<file path="config.mk">
export PLATFORM = sky130hd
export DESIGN_NAME = gdsr_status_report
export DESIGN_NICKNAME = d
export VERILOG_FILES = /design/src/core/gdsr_pkg.sv /design/src/core/gdsr_flags_if.sv /design/src/core/gdsr_fault_latch.sv /design/src/core/gdsr_status_report.sv
export SDC_FILE = /design/constraint.sdc
export NUM_CORES = 1
export LEC_CHECK = 0
export ABC_CLOCK_PERIOD_IN_PS = 4100
export BUFFER_PORTS_ARGS = -buffer_cell sky130_fd_sc_hd__buf_2
export CELL_PAD_IN_SITES_DETAIL_PLACEMENT = 0
export CELL_PAD_IN_SITES_GLOBAL_PLACEMENT = 1
export CORE_UTILIZATION = 43
export DETAILED_ROUTE_END_ITERATION = 12
export PLACE_DENSITY_LB_ADDON = 0.1
export SYNTH_ARGS = -nofsm -noshare
export SYNTH_HDL_FRONTEND = slang
export SYNTH_SLANG_ARGS = --single-unit
export TNS_END_PERCENT = 1
</file>
<file path="constraint.sdc">
create_clock -name core_clk -period 4.1 [get_ports core_clk]
set_input_delay 1.23 -clock core_clk [delete_from_list [all_inputs] [get_ports core_clk]]
set_output_delay 1.23 -clock core_clk [all_outputs]
set_load 0.02 [all_outputs]
</file>
<file path="src/core/gdsr_pkg.sv">
// package: constants and types for the gauge device status report block
package gdsr_pkg;
	localparam int          STAT_W         = 16;
	localparam int          SEL_W          = 4;
	localparam int          NUM_GAUGES     = 2;
	// bit positions of the device status word
	localparam int          BIT_HEADING    = 14;
	localparam int          BIT_ZERO_SIDE  = 12;
	localparam int          BIT_MISMATCH   = 10;
	localparam int          BIT_SUP_HIGH   = 9;
	localparam int          BIT_SUP_LOW    = 8;
	localparam int          BIT_CAL        = 7;
	localparam int          BIT_FAULT_ANY  = 6;
	localparam int          BIT_MOVED      = 4;
	localparam int          BIT_HOMING     = 2;
	localparam int          BIT_THERMAL    = 0;
	localparam int          SEL_TYPE_BIT   = 3;
	localparam int          BITCNT_W       = 4;
	localparam logic [SEL_W-1:0]    SEL_RESET    = 4'h0;
	localparam logic [STAT_W-1:0]   WORD_RESET   = 16'h0000;
	localparam logic [BITCNT_W-1:0] BITCNT_RESET = 4'h0;
	typedef enum logic [2:0] {
		GDSR_IDLE  = 3'b001,
		GDSR_SHIFT = 3'b010,
		GDSR_CHECK = 3'b100
	} gdsr_frame_t;
endpackage

</file>
<file path="src/core/gdsr_flags_if.sv">
// interface: latched fault flags and the valid-message clear strobe
interface gdsr_flags_if;
	import gdsr_pkg::*;
	logic                  clear_on_read;
	logic                  msg_end;
	logic                  sup_high;
	logic                  sup_low;
	logic                  fault_any;
	logic [NUM_GAUGES-1:0] moved;
	logic [NUM_GAUGES-1:0] homing;
	logic [NUM_GAUGES-1:0] thermal;
	modport frame (output clear_on_read, output msg_end, input sup_high, input sup_low,
		input fault_any, input moved, input homing, input thermal);
	modport latch (input clear_on_read, input msg_end, output sup_high, output sup_low,
		output fault_any, output moved, output homing, output thermal);
endinterface

</file>
<file path="src/core/gdsr_fault_latch.sv">
// module: sticky fault and event flags of the device status word
module gdsr_fault_latch
	import gdsr_pkg::*;
(
	input  wire logic                  core_clk,        // core clock
	input  wire logic                  rst_n,           // sync reset, active low
	input  wire logic                  clk_en,          // freezes state when low
	input  wire logic                  sup_high_evt,    // supply above limit
	input  wire logic                  sup_low_evt,     // supply below limit
	input  wire logic [NUM_GAUGES-1:0] pos_step,        // pointer position changed
	input  wire logic [NUM_GAUGES-1:0] homing_start,    // homing commanded on
	input  wire logic [NUM_GAUGES-1:0] homing_stop,     // homing commanded off
	input  wire logic [NUM_GAUGES-1:0] zero_found,      // zero position detected
	input  wire logic [NUM_GAUGES-1:0] thermal_evt,     // junction over temperature
	input  wire logic [NUM_GAUGES-1:0] gauge_reenable,  // host re-enabled gauge
	gdsr_flags_if.latch                fl               // flags toward framing
);
	logic                  sup_high_r;
	logic                  sup_low_r;
	logic [NUM_GAUGES-1:0] zero_seen_r;

	// set wins over clear so an event in the clearing cycle survives
	always_ff @(posedge core_clk) begin
		if (!rst_n) begin
			sup_high_r <= 1'b0;
			sup_low_r  <= 1'b0;
		end else if (clk_en) begin
			sup_high_r <= sup_high_evt | (sup_high_r & ~fl.clear_on_read);
			sup_low_r  <= sup_low_evt | (sup_low_r & ~fl.clear_on_read);
		end
	end

	assign fl.sup_high  = sup_high_r;
	assign fl.sup_low   = sup_low_r;
	assign fl.fault_any = sup_high_r | sup_low_r;

	genvar g;
	generate
		for (g = 0; g < NUM_GAUGES; g++) begin : g_gauge
			logic moved_r;
			logic homing_r;
			logic thermal_r;
			always_ff @(posedge core_clk) begin
				if (!rst_n) begin
					moved_r   <= 1'b0;
					homing_r  <= 1'b0;
					thermal_r <= 1'b0;
					zero_seen_r[g] <= 1'b0;
				end else if (clk_en) begin
					moved_r <= pos_step[g] | (moved_r & ~fl.msg_end);
					// homing clears on the message after zero, or on command off
					if (homing_start[g]) begin
						homing_r       <= 1'b1;
						zero_seen_r[g] <= 1'b0;
					end else if (homing_stop[g] || (zero_seen_r[g] && fl.msg_end)) begin
						homing_r       <= 1'b0;
						zero_seen_r[g] <= 1'b0;
					end else if (zero_found[g] && homing_r) begin
						zero_seen_r[g] <= 1'b1;
					end
					// held until re-enable; a new trip in that cycle still wins
					thermal_r <= thermal_evt[g] | (thermal_r & ~gauge_reenable[g]);
				end
			end
			assign fl.moved[g]   = moved_r;
			assign fl.homing[g]  = homing_r;
			assign fl.thermal[g] = thermal_r;
		end
	endgenerate
endmodule

</file>
<file path="src/core/gdsr_status_report.sv">
// module: device status word assembly, select latch and serial output framing
// Behaviour
// - selected status type persists until a new select write or reset
// - device status is output when the select field top bit is zero
// - bits 15 and 14 give travel direction of gauge 1 and gauge 0
// - bits 13 and 12 give configured zero-end side per gauge
// - bits 11 and 10 are 0 at commanded target, else 1
// - bit 9 latches supply-high events since last communication
// - supply-high event switches off coil drivers of both gauges
// - bit 8 latches supply-low events; outputs stay enabled
// - bit 7 shows clock calibration out of tolerance
// - bit 6 shows any supply fault since last communication
// - bits 5 and 4 show pointer position changed since last valid message
// - bits 3 and 2 held while homing; clear after zero or command off
// - bits 1 and 0 set on thermal trip, gauge disabled until re-enabled
// - the status word is read-only; serial input cannot write it
// - on chip-select fall the word loads and shifts out MSB first
// - latched supply faults clear only after a valid message shifting them out
// - valid length is nonzero multiple of 16, checked on chip-select rise
module gdsr_status_report
	import gdsr_pkg::*;
(
	input  wire logic                  core_clk,        // core clock, 100 MHz
	input  wire logic                  rst_n,           // sync reset, active low
	input  wire logic                  clk_en,          // freezes state when low
	input  wire logic                  cs_n_pin,        // chip select pin, active low
	input  wire logic                  sclk_pin,        // serial clock pin
	input  wire logic                  si_pin,          // serial data in pin
	output logic                       so_out,          // serial data out
	output logic                       so_oe_n,         // so driven when low
	input  wire logic                  sel_wr,          // valid select write strobe
	input  wire logic [SEL_W-1:0]      sel_val,         // status select field value
	input  wire logic [STAT_W-1:0]     alt_status,      // word of other status types
	input  wire logic [NUM_GAUGES-1:0] heading,         // direction per gauge
	input  wire logic [NUM_GAUGES-1:0] zero_end_side,   // zero side per gauge
	input  wire logic [NUM_GAUGES-1:0] target_mismatch, // not at target per gauge
	input  wire logic                  cal_out_of_range,// clock calibration bad
	input  wire logic                  sup_high_evt,    // supply above limit
	input  wire logic                  sup_low_evt,     // supply below limit
	input  wire logic [NUM_GAUGES-1:0] pos_step,        // pointer position changed
	input  wire logic [NUM_GAUGES-1:0] homing_start,    // homing commanded on
	input  wire logic [NUM_GAUGES-1:0] homing_stop,     // homing commanded off
	input  wire logic [NUM_GAUGES-1:0] zero_found,      // zero detected
	input  wire logic [NUM_GAUGES-1:0] thermal_evt,     // over temperature
	input  wire logic [NUM_GAUGES-1:0] gauge_reenable,  // host re-enabled gauge
	output logic [NUM_GAUGES-1:0]      driver_off,      // coil drivers forced off
	output logic [SEL_W-1:0]           status_select_field, // active select
	output logic                       msg_valid        // pulse: valid message end
);
	gdsr_flags_if fl ();

	gdsr_fault_latch u_latch (
		.core_clk       (core_clk),
		.rst_n          (rst_n),
		.clk_en         (clk_en),
		.sup_high_evt   (sup_high_evt),
		.sup_low_evt    (sup_low_evt),
		.pos_step       (pos_step),
		.homing_start   (homing_start),
		.homing_stop    (homing_stop),
		.zero_found     (zero_found),
		.thermal_evt    (thermal_evt),
		.gauge_reenable (gauge_reenable),
		.fl             (fl)
	);

	// pin synchronisers: first stage is read only by the second
	logic [2:0] cs_s1_r, cs_s2_r;
	logic       cs_d_r, sclk_d_r;
	always_ff @(posedge core_clk) begin
		if (!rst_n) begin
			cs_s1_r  <= 3'b001;
			cs_s2_r  <= 3'b001;
			cs_d_r   <= 1'b1;
			sclk_d_r <= 1'b0;
		end else if (clk_en) begin
			cs_s1_r  <= {si_pin, sclk_pin, cs_n_pin};
			cs_s2_r  <= cs_s1_r;
			cs_d_r   <= cs_s2_r[0];
			sclk_d_r <= cs_s2_r[1];
		end
	end
	logic cs_q, sclk_q, si_q, cs_fall, cs_rise, sclk_rise, sclk_fall;
	assign cs_q      = cs_s2_r[0];
	assign sclk_q    = cs_s2_r[1];
	assign si_q      = cs_s2_r[2];
	assign cs_fall   = cs_d_r & ~cs_q;
	assign cs_rise   = ~cs_d_r & cs_q;
	assign sclk_rise = ~sclk_d_r & sclk_q;
	assign sclk_fall = sclk_d_r & ~sclk_q;

	// select latch: only a valid write moves it
	logic [SEL_W-1:0] sel_r;
	always_ff @(posedge core_clk) begin
		if (!rst_n)
			sel_r <= SEL_RESET;
		else if (clk_en && sel_wr)
			sel_r <= sel_val;
	end

	logic dev_sel;
	assign dev_sel = ~sel_r[SEL_TYPE_BIT];

	// device status word; no serial path writes it
	logic [STAT_W-1:0] dev_word;
	always_comb begin
		dev_word = WORD_RESET;
		dev_word[BIT_HEADING   +: NUM_GAUGES] = heading;
		dev_word[BIT_ZERO_SIDE +: NUM_GAUGES] = zero_end_side;
		dev_word[BIT_MISMATCH  +: NUM_GAUGES] = target_mismatch;
		dev_word[BIT_SUP_HIGH]                = fl.sup_high;
		dev_word[BIT_SUP_LOW]                 = fl.sup_low;
		dev_word[BIT_CAL]                     = cal_out_of_range;
		dev_word[BIT_FAULT_ANY]               = fl.fault_any;
		dev_word[BIT_MOVED     +: NUM_GAUGES] = fl.moved;
		dev_word[BIT_HOMING    +: NUM_GAUGES] = fl.homing;
		dev_word[BIT_THERMAL   +: NUM_GAUGES] = fl.thermal;
	end

	// frame state machine
	gdsr_frame_t       st_r;
	logic [STAT_W-1:0] sh_r;
	logic [BITCNT_W-1:0] cnt_r;
	logic              any_bit_r;
	logic              si_cap_r;
	logic              dev_loaded_r;
	always_ff @(posedge core_clk) begin
		if (!rst_n) begin
			st_r <= GDSR_IDLE;
		end else if (clk_en) begin
			unique case (st_r)
				GDSR_IDLE:  if (cs_fall) st_r <= GDSR_SHIFT;
				GDSR_SHIFT: if (cs_rise) st_r <= GDSR_CHECK;
				GDSR_CHECK: st_r <= GDSR_IDLE;
			endcase
		end
	end

	// bit counter: synchronised rising sclk edges of the current frame
	always_ff @(posedge core_clk) begin
		if (!rst_n) begin
			cnt_r     <= BITCNT_RESET;
			any_bit_r <= 1'b0;
		end else if (clk_en) begin
			if (st_r == GDSR_IDLE && cs_fall) begin
				cnt_r     <= BITCNT_RESET;
				any_bit_r <= 1'b0;
			end else if (st_r == GDSR_SHIFT && sclk_rise) begin
				cnt_r     <= cnt_r + 4'h1;
				any_bit_r <= 1'b1;
			end
		end
	end

	// si is taken at the rising sclk edge and entered at the falling one;
	// sampling at the fall would race the host moving si on that same edge
	always_ff @(posedge core_clk) begin
		if (!rst_n) begin
			si_cap_r <= 1'b0;
		end else if (clk_en && st_r == GDSR_SHIFT && sclk_rise) begin
			si_cap_r <= si_q;
		end
	end

	// shift register: after 16 bits, received bits follow for daisy chaining
	always_ff @(posedge core_clk) begin
		if (!rst_n) begin
			sh_r         <= WORD_RESET;
			dev_loaded_r <= 1'b0;
		end else if (clk_en) begin
			if (st_r == GDSR_IDLE && cs_fall) begin
				sh_r         <= dev_sel ? dev_word : alt_status;
				dev_loaded_r <= dev_sel;
			end else if (st_r == GDSR_SHIFT && sclk_fall && any_bit_r) begin
				sh_r <= {sh_r[STAT_W-2:0], si_cap_r};
			end
		end
	end

	// length check at frame end; only a valid device-status read clears supply faults
	// the 4-bit count wraps to zero on any multiple of 16; any_bit_r rules out empty frames
	logic valid_len;
	assign valid_len = any_bit_r && (cnt_r == BITCNT_RESET);
	always_ff @(posedge core_clk) begin
		if (!rst_n) begin
			fl.clear_on_read <= 1'b0;
			fl.msg_end       <= 1'b0;
			msg_valid        <= 1'b0;
		end else if (clk_en) begin
			fl.clear_on_read <= (st_r == GDSR_SHIFT) && cs_rise && valid_len && dev_loaded_r;
			fl.msg_end       <= (st_r == GDSR_SHIFT) && cs_rise && valid_len;
			msg_valid        <= (st_r == GDSR_SHIFT) && cs_rise && valid_len;
		end
	end

	// so moves two cycles after the synchronised fall, so the host needs half periods of 4 cycles
	always_ff @(posedge core_clk) begin
		if (!rst_n) begin
			so_out  <= 1'b0;
			so_oe_n <= 1'b1;
		end else if (clk_en) begin
			so_out  <= sh_r[STAT_W-1];
			so_oe_n <= ~(st_r == GDSR_SHIFT);
		end
	end

	// supply-high trips both drivers; thermal trips its own gauge
	always_ff @(posedge core_clk) begin
		if (!rst_n)
			driver_off <= '0;
		else if (clk_en)
			driver_off <= {NUM_GAUGES{fl.sup_high}} | fl.thermal;
	end

	always_ff @(posedge core_clk) begin
		if (!rst_n)
			status_select_field <= SEL_RESET;
		else if (clk_en)
			status_select_field <= sel_r;
	end
endmodule

</file>
==> results of run 1 <==
[power breakdown]
| part | leakage, nW | total (mW) | switching, mW | internal [mW] |
|---|---|---|---|---|
| clock | 0.109 | 0.581 | 0.224 | 0.357 |
| sequential | 0.471 | 0.593 | 0.0154 | 0.578 |
| combinational | 0.619 | 0.0981 | 0.0517 | 0.0463 |
| total | 1.20 | 1.27 | 0.292 | 0.981 |
[layer usage]
layer	vias to the layer above	wire, um	global-route usage
met1	1032	2950	0.285
met2	68	2750	0.317
met4	0	45	0.0764
li1	1151	-	-
met3	6	373	0.0537
met5	-	0	0
[layout make-up]
type,instances,area [sq um]
multi-input combinational,203,1300
clock buffer,11,141
timing repair buffer,59,303
sequential,58,1160
tap,72,90.1
fill,511,2540
clock inverter,5,77.6
inverter,7,26.3
[cells by family after synthesis]
kind of cell,after synthesis,share of synthesized area
AND/OR/NAND/NOR,98,0.191
AO/OA/AOI/OAI,76,0.198
flip-flops,58,0.450
buffers and inverters,28,0.0461
multiplexers,27,0.105
adder cells (fa/ha/maj),2,0.00970
[synthesized netlist by cell type (all sizes together) (2+ instances only)]
library cell	n
clkbuf	12
buf	9
a31oi	2
clkinv	2
o31ai	2
nor3	20
nand3	10
a32o	2
nor2	26
a211o	2
a22oi	6
and3	2
a21oi	34
inv	5
o21ai	4
nor2b	4
ha	2
nand2b	3
mux2i	27
o2bb2ai	15
nand4	2
o21a	2
nor4	2
dfxtp	58
nand2	22
[how the worst max path moves through the flow]
stage,from,end,slack [ns],cells past startpoint
2_1_floorplan,clk_en,cnt_r[2],1.64,5
4_1_cts,st_r[2],sh_r[10],1.40,4
6_report,st_r[2],sh_r[10],1.43,4
3_5_place_dp,clk_en,sh_r[10],1.22,4
5_1_grt,st_r[2],sh_r[10],1.25,4
3_3_place_gp,clk_en,sh_r[11],1.29,4
[sequential cells by signal (all words and copies together) (netlist names), 2 cells and up]
name / flops
status_select_field: 4
u_latch.zero_seen_r: 2
driver_off: 2
u_latch.g_gauge.moved_r: 2
cs_s2_r: 3
sh_r: 16
st_r: 3
cs_s1_r: 3
cnt_r: 4
u_latch.g_gauge.thermal_r: 2
u_latch.g_gauge.homing_r: 2
sel_r: 4
[stage by stage]
stage	cell area (sq um)	hold slack (ns)
finish	3100	0.465
global route	3100	0.489
CTS	3100	0.468
detailed placement	2880	0.449
global placement	2880	0.444
floorplan	2580	0.432
[worst register-to-register path, cell delays in order (launching register included)]
cell,delay [ns]
dfxtp_1,0.94
nor3b_1,0.23
and3_1,0.28
o211ai_1,0.92
o2bb2ai_1,0.14
==> run summary, run 1 <==
Yosys warns -> 0
Post-DRT Antenna Nets -> 0
RSZ-0062 raised after global routing -> false
Yosys top cell by area -> dfxtp_1
Asr flop ratio synth -> 0
Max frequency -> 374 MHz
Layout cell share with drive strength beyond 1 -> 0.230
First-pass GRT wire length -> 10.1 mm
WP buf/inv -> 0
Routed vias/inst -> 5.44
Max-Cap Viols -> 0
Synth unique cells -> 43
Final min period -> 2.67 ns
Critical path capture point type -> register
Register area share after synthesis -> 0.450
Worst reg2reg startpoint -> st_r[2]
# DRC -> 0
EDFF count, synth -> 0
RD Place Congestion -> 0.742
Commonest non-fill, non-tap cell in the layout -> dfxtp_1
# Post-CTS Setup Buffers -> 0
Skew final -> 0.00358 ns
Final setup fails -> 0
Slew headroom -> 0.216
Primary FF master, synth -> dfxtp_1
Mapped Cells -> 289
Worst setup SP type -> register
Initial antenna violation count -> 0
CTS Buf Count -> 9
Die area -> 6310 sq um
PD cells -> 411 nW/um^2
Worst path top cell family by delay -> compound AO/OA/AOI/OAI gates
Worst R2R Setup Slack -> 1.43 ns
Seq cells post-synth -> 58
Die W -> 79.5 um
Hold EP -> sh_r[12]
Post-route non-filler standard cell count -> 415
Largest cells by area after synthesis -> dfxtp_1 (45%), mux2i_1 (10%), a21oi_1 (6.6%), o2bb2ai_1 (5.1%), nor2_1 (3.8%)
Num rows -> 27
Deepest clock path buffer count -> 2
Most frequent cells in the layout -> dfxtp_1 (58), buf_2 (56), a21oi_1 (34), mux2i_1 (27), nor2_1 (26)
CP Max Fanout -> 25
Number of H-tree levels -> 3
I/O Buffers -> 56
Leak Pwr -> 1.20 nW
Sequence of cells on the critical path -> nor3b_1, and3_1, o211ai_1, o2bb2ai_1
Reg2reg path depth -> 4
Slew Limit Fails -> 0
CTS clk-pin slew, worst paths -> 0.06 ns
Total gr overflow -> 0
Clock root buffer -> clkbuf_8
Synth top area share -> 0.450
Routed len/inst -> 14.7 um
Average size of a mapped cell -> 8.93 sq um
Worst Hold Depth -> 1
Total Power -> 1.27 mW
Drt pass-1 iters -> 4
All-Layer GR Usage -> 0.209
Req. time, crit path -> 4.27 ns
Slowest stage cell, crit path -> dfxtp_1
Worst VDD drop -> 0.211 mV
Iteration-0 DRC Markers -> 183
Final Cycle Share -> 0.652
Worst Tran Pin Value -> 1.17 ns
CP Class -> register to register
Worst min path class -> register to register
Dpl hpwl -> 4.03 mm
Outcome -> completed
Final wirelength -> 6.12 mm
Place WS -> 1.22 ns
Setup TNS -> 0 ns
Starting Density -> 0.457
Crit path largest cell delay -> 0.94 ns
Number of clock sinks -> 58
Hold Vio Cnt, Final -> 0
Final WS setup -> 1.43 ns
Worst skew pair latency -> 0.33 ns
Core area -> 5640 sq um
CTS tree -> yes
Vias in the first global route -> 2070
Cts hold-fix bufs -> 0
Synth Cell Area -> 2580 sq um
R2r endpoint -> sh_r[10]
Finished Core Util -> 0.549
Die height -> 79.5 um
Diodes inserted -> 0
Area grow syn2layout -> 20.1%
Mapped Nets -> 339
Cell count after placement -> 399
Hold Path Origin -> sh_r[12]
Post-CTS Resized -> 0
Top-Level Pins -> 57
CP arrival -> 2.84 ns
Via count -> 2257
# nets final -> 388
Largest net degree at the start of global routing -> 33
(Power assumes the default switching activity.)
==> inputs of run 2 (changes only) <==
- ABC_CLOCK_PERIOD_IN_PS: 4100 -> 2300
- CORE_UTILIZATION: 43 -> 36
- clock period: 4.1 -> 2.3 ns (I/O delays scaled with it)
==> run summary, run 2 (same netlist as run 1, synthesis figures left out) <==
Post-DRT Antenna Nets -> 0 (unchanged)
Clock root buffer -> clkbuf_8 (unchanged)
Max-Cap Viols -> 0 (unchanged)
Gate power share -> 0.087 (was 0.077)
Final hold slack -> 0.455 ns (was 0.465 ns)
Routed len/inst -> 13.6 um (was 14.7 um)
Outcome -> completed (unchanged)
Power share of the sequential group -> 0.490 (was 0.466)
Max FFs per register -> 16 (unchanged)
Iteration-0 DRC Markers -> 91 (was 183)
Final setup fails -> 0 (unchanged)
Fill count -> 713 (was 511)
Vias in the first global route -> 2123 (was 2070)
Num rows -> 30 (was 27)
Psw -> 509 uW (was 292 uW)
CTS tree -> yes (unchanged)
I/O Buffers -> 56 (unchanged)
Die W -> 86.7 um (was 79.5 um)
Leak Pwr -> 1.23 nW (was 1.20 nW)
Area grow syn2layout -> 22.6% (was 20.1%)
Initial antenna violation count -> 0 (unchanged)
Die height -> 86.7 um (was 79.5 um)
Layout cell share with drive strength beyond 1 -> 0.245 (was 0.230)
Most frequent cells in the layout -> dfxtp_1 (58), buf_2 (56), a21oi_1 (34), mux2i_1 (27), nor2_1 (26) (unchanged)
Worst setup SP type -> register (unchanged)
Die area -> 7510 sq um (was 6310 sq um)
# Post-CTS Setup Buffers -> 0 (unchanged)
Deepest clock path buffer count -> 2 (unchanged)
Worst min path class -> register to register (unchanged)
Place WS -> 0.261 ns (was 1.22 ns)
# DRC -> 0 (unchanged)
Clock power frac -> 0.423 (was 0.457)
Internal power -> 1.64 mW (was 981 uW)
Starting Density -> 0.376 (was 0.457)
Final Cycle Share -> 0.867 (was 0.652)
Final WS setup -> 0.305 ns (was 1.43 ns)
Worst VDD drop -> 0.280 mV (was 0.211 mV)
CP Class -> register to register (unchanged)
Total gr overflow -> 0 (unchanged)
Commonest non-fill, non-tap cell in the layout -> dfxtp_1 (unchanged)
Final wirelength -> 6.10 mm (was 6.12 mm)
Largest net degree at the start of global routing -> 29 (was 33)
Top-Level Pins -> 57 (unchanged)
Req. time, crit path -> 2.55 ns (was 4.27 ns)
Slew Limit Fails -> 0 (unchanged)
First-pass GRT wire length -> 10.1 mm (about the same)
Final min period -> 1.99 ns (was 2.67 ns)
RD Place Congestion -> 0.725 (was 0.742)
Largest Register -> sh_r (unchanged)
RSZ-0062 raised after global routing -> false (unchanged)
Worst Tran Pin Value -> 1.11 ns (was 1.17 ns)
Area of all sequential standard cells -> 1160 sq um (unchanged)
CP arrival -> 2.24 ns (was 2.84 ns)
All-Layer GR Usage -> 0.179 (was 0.209)
Via count -> 2249 (was 2257)
PD cells -> 679 nW/um^2 (was 411 nW/um^2)
Setup TNS -> 0 ns (unchanged)
Number of H-tree levels -> 3 (unchanged)
CTS Buf Count -> 9 (unchanged)
CP Max Fanout -> 15 (was 25)
Worst skew pair latency -> 0.33 ns (about the same)
Combined area of the multi-input logic cells -> 1300 sq um (unchanged)
Max frequency -> 501 MHz (was 374 MHz)
Drt pass-1 iters -> 4 (unchanged)
Skew final -> 0.00576 ns (was 0.00358 ns)
Routed vias/inst -> 5.03 (was 5.44)
Critical path capture point type -> register (unchanged)
CTS clk-pin slew, worst paths -> 0.06 ns (about the same)
Cts hold-fix bufs -> 0 (unchanged)
Slew headroom -> 0.258 (was 0.216)
Core area -> 6870 sq um (was 5640 sq um)
Post-CTS Resized -> 0 (unchanged)
Diodes inserted -> 0 (unchanged)
Hold Vio Cnt, Final -> 0 (unchanged)
Sw Ratio -> 0.237 (was 0.229)
# nets final -> 397 (was 388)
Number of clock sinks -> 58 (unchanged)
Dpl hpwl -> 4.26 mm (was 4.03 mm)
## run 2: layer usage
metal | GRT usage | routed length [um] | vias up
li1 | - | - | 1170
met1 | 0.234 | 3080 | 1019
met2 | 0.280 | 2670 | 52
met3 | 0.0514 | 265 | 8
met4 | 0.0636 | 85 | 0
met5 | 0 | 0 | -
## run 2: final timing paths
kind              startpoint  endpoint  slack [ns]  depth (start not counted)
setup / recovery     st_r[1]  sh_r[15]        0.31                          4
setup reg to reg     st_r[1]  sh_r[15]        0.31                          4
hold / removal      sel_r[1]  sel_r[1]        0.46                          2
hold reg to reg     sel_r[1]  sel_r[1]        0.46                          2
## run 2: cell type report
cell class                 count  share of cell area
clock inverter                 3              0.0127
tap                           96              0.0380
timing repair buffer          68               0.117
inverter                       7             0.00831
sequential                    58               0.367
multi-input combinational    203               0.411
clock buffer                  12              0.0459
## run 2: power groups by stage
stage | logic, mW | clock network (mW) | registers (mW)
floorplan | 0.112 | 0 | 1.07
global placement | 0.189 | 0 | 1.07
detailed placement | 0.190 | 0 | 1.07
CTS | 0.191 | 0.940 | 1.05
global route | 0.211 | 0.975 | 1.05
finish | 0.188 | 0.909 | 1.05
## run 2: critical path: stages (launching register included)
cell and delay, ns:
dfxtp_1 0.46, nor3b_1 0.43, and3_1 0.29, o211ai_1 0.41, o2bb2ai_1 0.31
## run 2: metrics by stage
step / std cells / power [mW] / area [sq um] / utilization
final: 447 / 2.15 / 3160 / 0.460
after global routing: 447 / 2.24 / 3160 / 0.460
after detailed placement: 432 / 1.26 / 2980 / 0.434
after CTS: 447 / 2.18 / 3160 / 0.460
after global placement: 432 / 1.26 / 2980 / 0.434
after floorplan: 289 / 1.18 / 2580 / -
